`src/common/atrcs_pkg.sv`:
```
// Purpose: Shared constants for the async retry and compare-swap block.
// Assumes: APB slave, 32-bit data, byte offsets as printed.
// Notes:   Resource reset values are the bus-management power-on values.
package atrcs_pkg;

  localparam int ADDR_W = 8;
  localparam int DATA_W = 32;
  localparam int NUM_UNITS = 3;

  // Register byte offsets
  localparam logic [ADDR_W-1:0] RETRY_OFS = 8'h08;
  localparam logic [ADDR_W-1:0] SWAP_DATA_OFS = 8'h0c;
  localparam logic [ADDR_W-1:0] SWAP_CMP_OFS = 8'h10;
  localparam logic [ADDR_W-1:0] SWAP_CTRL_OFS = 8'h14;
  localparam logic [ADDR_W-1:0] RETRY_STAT_OFS = 8'h40;
  localparam logic [ADDR_W-1:0] FINAL_ACK_OFS = 8'h44;

  // Retry register fields (unit index 0 = request, 1 = response, 2 = phys)
  localparam int RETRY_FIELD_W = 4;
  localparam int REQ_LSB = 0;
  localparam int RESP_LSB = 4;
  localparam int PHYS_LSB = 8;
  localparam int RETRY_RW_W = 12;
  localparam logic [RETRY_RW_W-1:0] RETRY_RST = 12'h000;

  // Control register fields
  localparam int DONE_BIT = 31;
  localparam int SEL_LSB = 0;
  localparam int SEL_W = 2;
  localparam logic DONE_RST = 1'b1;
  localparam logic [SEL_W-1:0] SEL_RST = 2'h0;

  // Status register fields
  localparam int STAT_UNIT_STRIDE = 8;
  localparam int STAT_BUSY_BIT = 4;
  localparam int STAT_SWAPPED_BIT = 31;

  typedef enum logic [SEL_W-1:0] {
    atrcs_bus_manager_id,
    atrcs_bandwidth_available,
    atrcs_channels_available_hi,
    atrcs_channels_available_lo
  } atrcs_res_t;

  localparam logic [3:0][DATA_W-1:0] RES_RST = {
    32'hffff_ffff, 32'hffff_ffff, 32'h0000_1333, 32'h0000_003f};

  // Acknowledge codes seen from the link
  localparam logic [3:0] ACK_COMPLETE = 4'h1;
  localparam logic [3:0] ACK_PENDING = 4'h2;
  localparam logic [3:0] ACK_BUSY_X = 4'h4;
  localparam logic [3:0] ACK_BUSY_A = 4'h5;
  localparam logic [3:0] ACK_BUSY_B = 4'h6;
  localparam logic [3:0] ACK_DATA_ERROR = 4'hd;

endpackage

```
`src/hw/atrcs_retry_unit.sv`:
```
// Purpose: Retry bookkeeping for one asynchronous transmit unit.
// Assumes: Link logic on pclk, one ack_valid per packet attempt.
// Notes:   Limit is latched at packet start.
`timescale 1ns/1ps
module atrcs_retry_unit #(
  parameter int CNT_W = 4
) (
  input wire logic pclk,
  input wire logic presetn,
  input wire logic [CNT_W-1:0] limit,
  input wire logic pkt_start,
  input wire logic ack_valid,
  input wire logic [3:0] ack_code,
  output logic retry_pulse,
  output logic done_pulse,
  output logic [3:0] final_ack,
  output logic [CNT_W-1:0] attempts,
  output logic busy
);
  import atrcs_pkg::*;

  if (CNT_W < 1 || CNT_W > 8) begin : g_bad_cnt_w
    $error("CNT_W out of range");
  end

  typedef enum logic {ru_idle, ru_wait} atrcs_ru_state_t;

  atrcs_ru_state_t state_reg;
  logic [CNT_W-1:0] limit_reg;
  logic [CNT_W-1:0] attempts_reg;
  logic retryable;
  logic do_retry;
  logic do_finish;

  assign retryable = (ack_code == ACK_BUSY_X) || (ack_code == ACK_BUSY_A) ||
                     (ack_code == ACK_BUSY_B) || (ack_code == ACK_DATA_ERROR);
  assign do_retry = (state_reg == ru_wait) && ack_valid && retryable &&
                    (attempts_reg < limit_reg);
  assign do_finish = (state_reg == ru_wait) && ack_valid && !do_retry;

  always_ff @(posedge pclk or negedge presetn) begin
    if (!presetn) begin
      state_reg <= ru_idle;
    end else if (pkt_start) begin
      state_reg <= ru_wait;
    end else if (do_finish) begin
      state_reg <= ru_idle;
    end
  end

  // Latched so a limit rewrite mid-packet cannot strand a packet
  always_ff @(posedge pclk or negedge presetn) begin
    if (!presetn) begin
      limit_reg <= '0;
      attempts_reg <= '0;
    end else if (pkt_start) begin
      limit_reg <= limit;
      attempts_reg <= '0;
    end else if (do_retry) begin
      attempts_reg <= attempts_reg + 1'b1;
    end
  end

  always_ff @(posedge pclk or negedge presetn) begin
    if (!presetn) begin
      retry_pulse <= 1'b0;
      done_pulse <= 1'b0;
      final_ack <= 4'h0;
    end else begin
      retry_pulse <= do_retry && !pkt_start;
      done_pulse <= do_finish && !pkt_start;
      if (do_finish && !pkt_start) begin
        final_ack <= ack_code;
      end
    end
  end

  assign attempts = attempts_reg;
  assign busy = (state_reg == ru_wait);

endmodule // atrcs_retry_unit

```
`src/hw/atrcs_swap_engine.sv`:
```
// Purpose: Holds the four bus-management resources and swaps atomically.
// Assumes: One start pulse at a time; result one cycle later.
// Notes:   Single-cycle read-compare-write, so no other access can slip in.
`timescale 1ns/1ps
module atrcs_swap_engine (
  input wire logic pclk,
  input wire logic presetn,
  input wire logic start,
  input wire atrcs_pkg::atrcs_res_t sel,
  input wire logic [atrcs_pkg::DATA_W-1:0] compare_val,
  input wire logic [atrcs_pkg::DATA_W-1:0] data_val,
  output logic done_pulse,
  output logic swapped,
  output logic [atrcs_pkg::DATA_W-1:0] old_value
);
  import atrcs_pkg::*;

  logic [DATA_W-1:0] res_mem [4];
  logic hit;

  assign hit = (res_mem[sel] == compare_val);

  always_ff @(posedge pclk or negedge presetn) begin
    if (!presetn) begin
      for (int i = 0; i < 4; i++) begin
        res_mem[i] <= RES_RST[i];
      end
    end else if (start && hit) begin
      res_mem[sel] <= data_val;
    end
  end

  always_ff @(posedge pclk or negedge presetn) begin
    if (!presetn) begin
      done_pulse <= 1'b0;
      swapped <= 1'b0;
      old_value <= '0;
    end else begin
      done_pulse <= start;
      if (start) begin
        swapped <= hit;
        old_value <= res_mem[sel];
      end
    end
  end

endmodule // atrcs_swap_engine

```
`src/hw/atrcs_top.sv`:
```
// Purpose: APB register bank for async transmit retry limits and the
//          compare-swap access to the bus-management resources.
// Assumes: APB4 master on pclk; link-side ack inputs on pclk.
// Notes:   Zero-wait access phase; read data captured in the setup cycle.
//
// Our own choice: the APB interface to the registers.
`timescale 1ns/1ps

////////////////////////////////////////////////////////////////////////////
module atrcs_top (
  input wire logic pclk,
  input wire logic presetn,
  input wire logic psel,
  input wire logic penable,
  input wire logic pwrite,
  input wire logic [atrcs_pkg::ADDR_W-1:0] paddr,
  input wire logic [atrcs_pkg::DATA_W-1:0] pwdata,
  input wire logic [3:0] pstrb,
  output logic [atrcs_pkg::DATA_W-1:0] prdata,
  output logic pready,
  output logic pslverr,
  input wire logic [atrcs_pkg::NUM_UNITS-1:0] pkt_start,
  input wire logic [atrcs_pkg::NUM_UNITS-1:0] ack_valid,
  input wire logic [3:0] req_ack_code,
  input wire logic [3:0] resp_ack_code,
  input wire logic [3:0] phys_ack_code,
  output logic [atrcs_pkg::NUM_UNITS-1:0] retry_pulse,
  output logic [atrcs_pkg::NUM_UNITS-1:0] done_pulse,
  output logic [3:0] req_final_ack,
  output logic [3:0] resp_final_ack,
  output logic [3:0] phys_final_ack,
  output logic swap_complete_flag
);
  import atrcs_pkg::*;

  //////////////////////////////////////////////////////////////////////////
  // Register state

  logic [RETRY_RW_W-1:0] retry_limits_reg;
  logic [DATA_W-1:0] swap_data_operand_reg;
  logic [DATA_W-1:0] swap_compare_operand_reg;
  atrcs_res_t swap_resource_select_reg;
  logic swap_complete_flag_reg;
  logic [DATA_W-1:0] prdata_reg;
  logic pslverr_reg;

  logic setup_phase;
  logic wr_access;
  logic addr_mapped;
  logic [DATA_W-1:0] rd_next;
  logic [DATA_W-1:0] wmask;

  logic swap_start;
  logic swap_done;
  logic swap_hit;
  logic [DATA_W-1:0] swap_old;

  logic [3:0] ack_code [NUM_UNITS];
  logic [3:0] final_ack [NUM_UNITS];
  logic [RETRY_FIELD_W-1:0] attempts [NUM_UNITS];
  logic [NUM_UNITS-1:0] unit_busy;
  logic [DATA_W-1:0] retry_stat;
  logic [DATA_W-1:0] final_ack_word;

  logic [RETRY_FIELD_W-1:0] phys_response_retry_count;
  logic [RETRY_FIELD_W-1:0] tx_response_retry_count;
  logic [RETRY_FIELD_W-1:0] tx_request_retry_count;
  logic [RETRY_FIELD_W-1:0] unit_limit [NUM_UNITS];
  logic [DATA_W-1:0] retry_word;
  logic [DATA_W-1:0] control_word;

  //////////////////////////////////////////////////////////////////////////
  // APB handshake

  assign setup_phase = psel && !penable;
  assign wr_access = psel && penable && pwrite;
  assign pready = 1'b1;
  assign prdata = prdata_reg;
  assign pslverr = pslverr_reg && psel && penable;

  always_comb begin
    for (int b = 0; b < 4; b++) begin
      wmask[8*b +: 8] = {8{pstrb[b]}};
    end
  end

  //////////////////////////////////////////////////////////////////////////
  // Address decode

  always_comb begin
    if (paddr == RETRY_OFS) begin
      addr_mapped = 1'b1;
    end else if (paddr == SWAP_DATA_OFS) begin
      addr_mapped = 1'b1;
    end else if (paddr == SWAP_CMP_OFS) begin
      addr_mapped = 1'b1;
    end else if (paddr == SWAP_CTRL_OFS) begin
      addr_mapped = 1'b1;
    end else if (paddr == RETRY_STAT_OFS) begin
      addr_mapped = 1'b1;
    end else if (paddr == FINAL_ACK_OFS) begin
      addr_mapped = 1'b1;
    end else begin
      addr_mapped = 1'b0;
    end
  end

  //////////////////////////////////////////////////////////////////////////
  // Read mux, captured at the setup edge

  always_comb begin
    rd_next = '0;
    if (paddr == RETRY_OFS) begin
      rd_next = retry_word;
    end else if (paddr == SWAP_DATA_OFS) begin
      rd_next = swap_data_operand_reg;
    end else if (paddr == SWAP_CMP_OFS) begin
      rd_next = swap_compare_operand_reg;
    end else if (paddr == SWAP_CTRL_OFS) begin
      rd_next = control_word;
    end else if (paddr == RETRY_STAT_OFS) begin
      rd_next = retry_stat;
    end else if (paddr == FINAL_ACK_OFS) begin
      rd_next = final_ack_word;
    end
  end

  always_ff @(posedge pclk or negedge presetn) begin
    if (!presetn) begin
      prdata_reg <= '0;
      pslverr_reg <= 1'b0;
    end else if (setup_phase) begin
      prdata_reg <= pwrite ? '0 : rd_next;
      pslverr_reg <= !addr_mapped;
    end
  end

  //////////////////////////////////////////////////////////////////////////
  // Retry limits register

  always_ff @(posedge pclk or negedge presetn) begin
    if (!presetn) begin
      retry_limits_reg <= RETRY_RST;
    end else if (wr_access && paddr == RETRY_OFS) begin
      retry_limits_reg <= (retry_limits_reg & ~wmask[RETRY_RW_W-1:0]) |
                          (pwdata[RETRY_RW_W-1:0] & wmask[RETRY_RW_W-1:0]);
    end
  end

  //////////////////////////////////////////////////////////////////////////
  // Register views

  assign phys_response_retry_count =
    retry_limits_reg[PHYS_LSB +: RETRY_FIELD_W];
  assign tx_response_retry_count =
    retry_limits_reg[RESP_LSB +: RETRY_FIELD_W];
  assign tx_request_retry_count =
    retry_limits_reg[REQ_LSB +: RETRY_FIELD_W];

  // Upper twenty bits stay zero: no dual-phase retry
  always_comb begin
    retry_word = '0;
    retry_word[PHYS_LSB +: RETRY_FIELD_W] = phys_response_retry_count;
    retry_word[RESP_LSB +: RETRY_FIELD_W] = tx_response_retry_count;
    retry_word[REQ_LSB +: RETRY_FIELD_W] = tx_request_retry_count;
  end

  always_comb begin
    control_word = '0;
    control_word[DONE_BIT] = swap_complete_flag_reg;
    control_word[SEL_LSB +: SEL_W] = swap_resource_select_reg;
  end

  //////////////////////////////////////////////////////////////////////////
  // Compare-swap operands and control

  // Operands are host-loaded; after a swap the data operand returns
  // the resource's prior value so software can see what it replaced.
  always_ff @(posedge pclk or negedge presetn) begin
    if (!presetn) begin
      swap_data_operand_reg <= '0;
    end else if (swap_done) begin
      swap_data_operand_reg <= swap_old;
    end else if (wr_access && paddr == SWAP_DATA_OFS) begin
      swap_data_operand_reg <= (swap_data_operand_reg & ~wmask) |
                               (pwdata & wmask);
    end
  end

  always_ff @(posedge pclk or negedge presetn) begin
    if (!presetn) begin
      swap_compare_operand_reg <= '0;
    end else if (wr_access && paddr == SWAP_CMP_OFS) begin
      swap_compare_operand_reg <= (swap_compare_operand_reg & ~wmask) |
                                  (pwdata & wmask);
    end
  end

  always_ff @(posedge pclk or negedge presetn) begin
    if (!presetn) begin
      swap_resource_select_reg <= atrcs_res_t'(SEL_RST);
    end else if (wr_access && paddr == SWAP_CTRL_OFS && pstrb[0]) begin
      swap_resource_select_reg <=
        atrcs_res_t'(pwdata[SEL_LSB +: SEL_W]);
    end
  end

  // Any control write starts a swap, whatever the byte strobes
  assign swap_start = wr_access && (paddr == SWAP_CTRL_OFS);

  // Completion set wins over a clearing write in the same cycle
  always_ff @(posedge pclk or negedge presetn) begin
    if (!presetn) begin
      swap_complete_flag_reg <= DONE_RST;
    end else if (swap_done) begin
      swap_complete_flag_reg <= 1'b1;
    end else if (swap_start) begin
      swap_complete_flag_reg <= 1'b0;
    end
  end

  assign swap_complete_flag = swap_complete_flag_reg;

  // Selector takes effect on the same edge as the start
  atrcs_swap_engine u_swap (
    .pclk(pclk),
    .presetn(presetn),
    .start(swap_start),
    .sel(atrcs_res_t'(pstrb[0] ? pwdata[SEL_LSB +: SEL_W]
                               : swap_resource_select_reg)),
    .compare_val(swap_compare_operand_reg),
    .data_val(swap_data_operand_reg),
    .done_pulse(swap_done),
    .swapped(swap_hit),
    .old_value(swap_old)
  );

  //////////////////////////////////////////////////////////////////////////
  // Retry units

  assign ack_code[0] = req_ack_code;
  assign ack_code[1] = resp_ack_code;
  assign ack_code[2] = phys_ack_code;

  assign unit_limit[0] = tx_request_retry_count;
  assign unit_limit[1] = tx_response_retry_count;
  assign unit_limit[2] = phys_response_retry_count;

  generate
    for (genvar u = 0; u < NUM_UNITS; u++) begin : g_unit
      // Exhausted units stop and report the last acknowledge
      atrcs_retry_unit #(
        .CNT_W(RETRY_FIELD_W)
      ) u_retry (
        .pclk(pclk),
        .presetn(presetn),
        .limit(unit_limit[u]),
        .pkt_start(pkt_start[u]),
        .ack_valid(ack_valid[u]),
        .ack_code(ack_code[u]),
        .retry_pulse(retry_pulse[u]),
        .done_pulse(done_pulse[u]),
        .final_ack(final_ack[u]),
        .attempts(attempts[u]),
        .busy(unit_busy[u])
      );
    end
  endgenerate

  assign req_final_ack = final_ack[0];
  assign resp_final_ack = final_ack[1];
  assign phys_final_ack = final_ack[2];

  //////////////////////////////////////////////////////////////////////////
  // Status words

  always_comb begin
    retry_stat = '0;
    final_ack_word = '0;
    for (int u = 0; u < NUM_UNITS; u++) begin
      retry_stat[u*STAT_UNIT_STRIDE +: RETRY_FIELD_W] = attempts[u];
      retry_stat[u*STAT_UNIT_STRIDE + STAT_BUSY_BIT] = unit_busy[u];
      final_ack_word[4*u +: 4] = final_ack[u];
    end
    retry_stat[STAT_SWAPPED_BIT] = swap_hit;
  end

endmodule // atrcs_top

```
`config.mk`:
```
export PLATFORM = sky130hd
export DESIGN_NAME = atrcs_top
export DESIGN_NICKNAME = d
export VERILOG_FILES = /design/src/common/atrcs_pkg.sv /design/src/hw/atrcs_retry_unit.sv /design/src/hw/atrcs_swap_engine.sv /design/src/hw/atrcs_top.sv
export SDC_FILE = /design/constraint.sdc
export NUM_CORES = 1
export LEC_CHECK = 0
export ABC_AREA = 0
export BUFFER_PORTS_ARGS = -buffer_cell sky130_fd_sc_hd__buf_2
export CORE_ASPECT_RATIO = 0.6
export CORE_MARGIN = 2
export CORE_UTILIZATION = 50
export DETAILED_ROUTE_END_ITERATION = 12
export PLACE_DENSITY_LB_ADDON = 0.1
export SKIP_LAST_GASP = 1
export SYNTH_ARGS = -nofsm -noshare
export SYNTH_HDL_FRONTEND = slang
export SYNTH_HIERARCHICAL = 1
export SYNTH_SLANG_ARGS = --single-unit
export TNS_END_PERCENT = 100
```
`constraint.sdc`:
```
create_clock -name pclk -period 3.9 [get_ports pclk]
set_clock_uncertainty 0.1 [all_clocks]
set_input_delay 0.585 -clock pclk [delete_from_list [all_inputs] [get_ports pclk]]
set_output_delay 0.585 -clock pclk [all_outputs]
set_load 0.01 [all_outputs]
```
==> metrics.txt <==
cts bufs inserted=34; final hold violations=20; crit end category=register; Post-synth EDFFs=0; reg2reg end=u_swap/res_mem[127]$_DFFE_PN0P_; Slew @ Worst Pin=1.10 ns; Die ar.=0.0331 mm²; CTS clk-pin slew, worst paths=0.07 ns; final critical-path required period=3.68 ns; DRT iter0 DRCs=782; multi-input logic area=0.00725 mm²; Slew headroom=25.4%; worst hold slack=-0.0674 ns; MaxCap Viol Count=0; largest net degree at the start of global routing=91; yosys warns=6; Hold WC Path Type=in -> async; post-synthesis register bit count=319; worst vdd ir=332 µV; IO buf count=118; crit path max fanout=17; via count=10,273; RSZ-0062 raised after global routing=false; syn_nets=1,245; width of the chip=234 µm; antenna cells=0; Async S/R FF share, synth=100%; Critical Path Start=swap_resource_select_reg[0]$_DFFE_PN0P_; critical path class=reg -> reg; Fillers=2,504; vias in the first global route=10,254; most frequent cells in the layout=dfrtp_1 (241), mux2_2 (202), buf_2 (117), mux2_4 (84), dfstp_2 (78); final setup vio count=0; PnR worst setup slack=0.223 ns; cts repair resizes=0; commonest non-fill, non-tap cell in the layout=dfrtp_1; Reg-to-Reg Start=swap_resource_select_reg[0]$_DFFE_PN0P_; clk sinks=319; global placement routability congestion=0.882; Mapped Cells=1,166; CTS tree=done; Worst-Skew Late Latency=0.52 ns; WL per Instance=23.5 µm; fin nets=1,400; Power Dens Cells=393 mW/mm²; # H-tree levels=2; initial antenna violation count=0; share of layout cells above drive strength 1=49.2%; hold_buf cts=0; row count=50; Final ANT Viol Nets=0; top achievable clock speed=272 MHz; Critical Path RT=4.20 ns; die height=142 µm; total power draw=0.00723 W; vias per cell=5.83; failing checks=negative hold slack; Post-synth top flop=dfrtp_1; synth unique cells=73; Avg Cell Area, Syn=13.6 µm²; Final Max Slew Viols=0; Total GRT Usage=25.5%; sequential element share of the synthesized area=51.1%; WP data arrival=3.98 ns; Mapped Area=0.0158 mm²; status=complete, but fails checks; # IOs=120; root buffer cell=clkbuf_16; dpl ws=-0.214 ns; drt total wl=41,400 µm; LEAKAGE=8.80 nW; total gr overflow=0; r2r setup slk=0.22 ns; utilization after layout=59.1%; critical path launch point type=register; DP HPWL=29,600 µm; crit path capture=u_swap/res_mem[127]$_DFFE_PN0P_; fin crit share=94.3%; Residual DRC=0; Initial Util=50.8%; R2R cell count=13; drt first pass iters=7; clk buf depth=3; first-pass GRT wire length=63,500 µm; Area Growth Syn to Fin=16.4%; setup bufs post-CTS=0; Reg area=0.00808 mm²; core area=0.0312 mm²
==> per-layer routing <==
metal	global-route usage, %	up-vias	share of wire [%]
li1	-	4640	-
met1	40.7	5302	51
met2	34.6	272	41
met3	6.37	57	6.4
met4	5.23	2	1.6
met5	1.49	-	0.056
==> synth_stat cells (all sizes together), types with 4 or more instances <==
library cell | n | share of area (%)
a2111oi | 10 | 0.68
a21o | 5 | 0.24
a21oi | 22 | 0.70
a222oi | 6 | 0.38
a22oi | 22 | 1.0
a32oi | 6 | 0.33
and3 | 17 | 0.67
buf | 35 | 2.1
clkbuf | 29 | 0.69
dfrtp | 241 | 38
dfstp | 78 | 13
ha | 12 | 0.95
inv | 29 | 0.69
mux2 | 288 | 22
mux2i | 30 | 2.1
mux4 | 22 | 3.2
nand2 | 63 | 1.6
nand2b | 12 | 0.47
nand3 | 12 | 0.38
nand4 | 6 | 0.49
nand4b | 6 | 0.81
nor2 | 20 | 0.47
nor2b | 12 | 0.47
nor3 | 14 | 0.44
nor4 | 9 | 0.62
o21ai | 71 | 2.3
o22ai | 4 | 0.16
o31ai | 7 | 0.33
or3b | 4 | 0.22
or4 | 6 | 0.28
xnor2 | 8 | 0.44
xor2 | 17 | 0.94
==> report_power, final <==
group	switching (W)	internal [W]	leakage (nW)
clock network	0.00135	0.00207	0.590
logic	0.000253	0.000160	4.09
registers	0.0000426	0.00335	4.12
==> final cells by class <==
cell class                 count  area share (%)
clock buffer                  50            5.67
timing repair buffer         183            6.86
inverter                      29           0.591
multi-input combinational    754            39.4
sequential                   319            43.9
clock inverter                12           0.829
tap                          416            2.83
==> stage by stage <==
step | instance area, µm² | hold slack (ns) | setup TNS, ns | cells
after detailed placement | 17200 | 0.358 | -20.80 | 1701
after CTS | 18400 | 0.00541 | 0 | 1763
after floorplan | 15800 | 0.189 | 0 | 1166
final | 18400 | -0.0674 | 0 | 1763
after global placement | 17200 | 0.358 | -8.26 | 1701
after global routing | 18400 | 0.0236 | 0 | 1763
==> worst min-delay path by stage <==
stage                             from                               end  slack [ns]  cells after the start
2_1_floorplan                  presetn        asynchronous set/reset pin        0.19                      0
3_3_place_gp   pslverr_reg$_DFFE_PN0P_           pslverr_reg$_DFFE_PN0P_        0.36                      1
3_5_place_dp   pslverr_reg$_DFFE_PN0P_           pslverr_reg$_DFFE_PN0P_        0.36                      1
4_1_cts                        presetn    u_swap/res_mem[91]$_DFFE_PN0P_       0.005                      1
5_1_grt                        presetn  u_swap/old_value[28]$_DFFE_PN0P_        0.02                      1
6_report                       presetn        asynchronous set/reset pin       -0.07                      1
==> critical path: stages, from the launching register on <==
cell	delay, ns
dfrtp_1	0.34
inv_1	0.08
o21ai_4	0.17
buf_12	0.18
mux4_1	0.62
xor2_1	0.19
nor4_1	0.29
buf_4	0.19
nand3_1	0.12
a2111oi_4	0.20
buf_4	0.22
and3_2	0.32
buf_12	0.18
mux2_2	0.34
==> logic make-up after synthesis <==
kind of cell	count (synthesis)	synth area share, %
AND/OR/NAND/NOR	202	7.91
adder cells (fa/ha/maj)	12	0.949
buffers and inverters	93	3.44
flip-flops	319	51.1
XOR/XNOR	25	1.38
multiplexers	340	27.8
other	1	0.0237
AO/OA/AOI/OAI	174	7.41
Note: power is estimated with default switching activity, not from simulation.
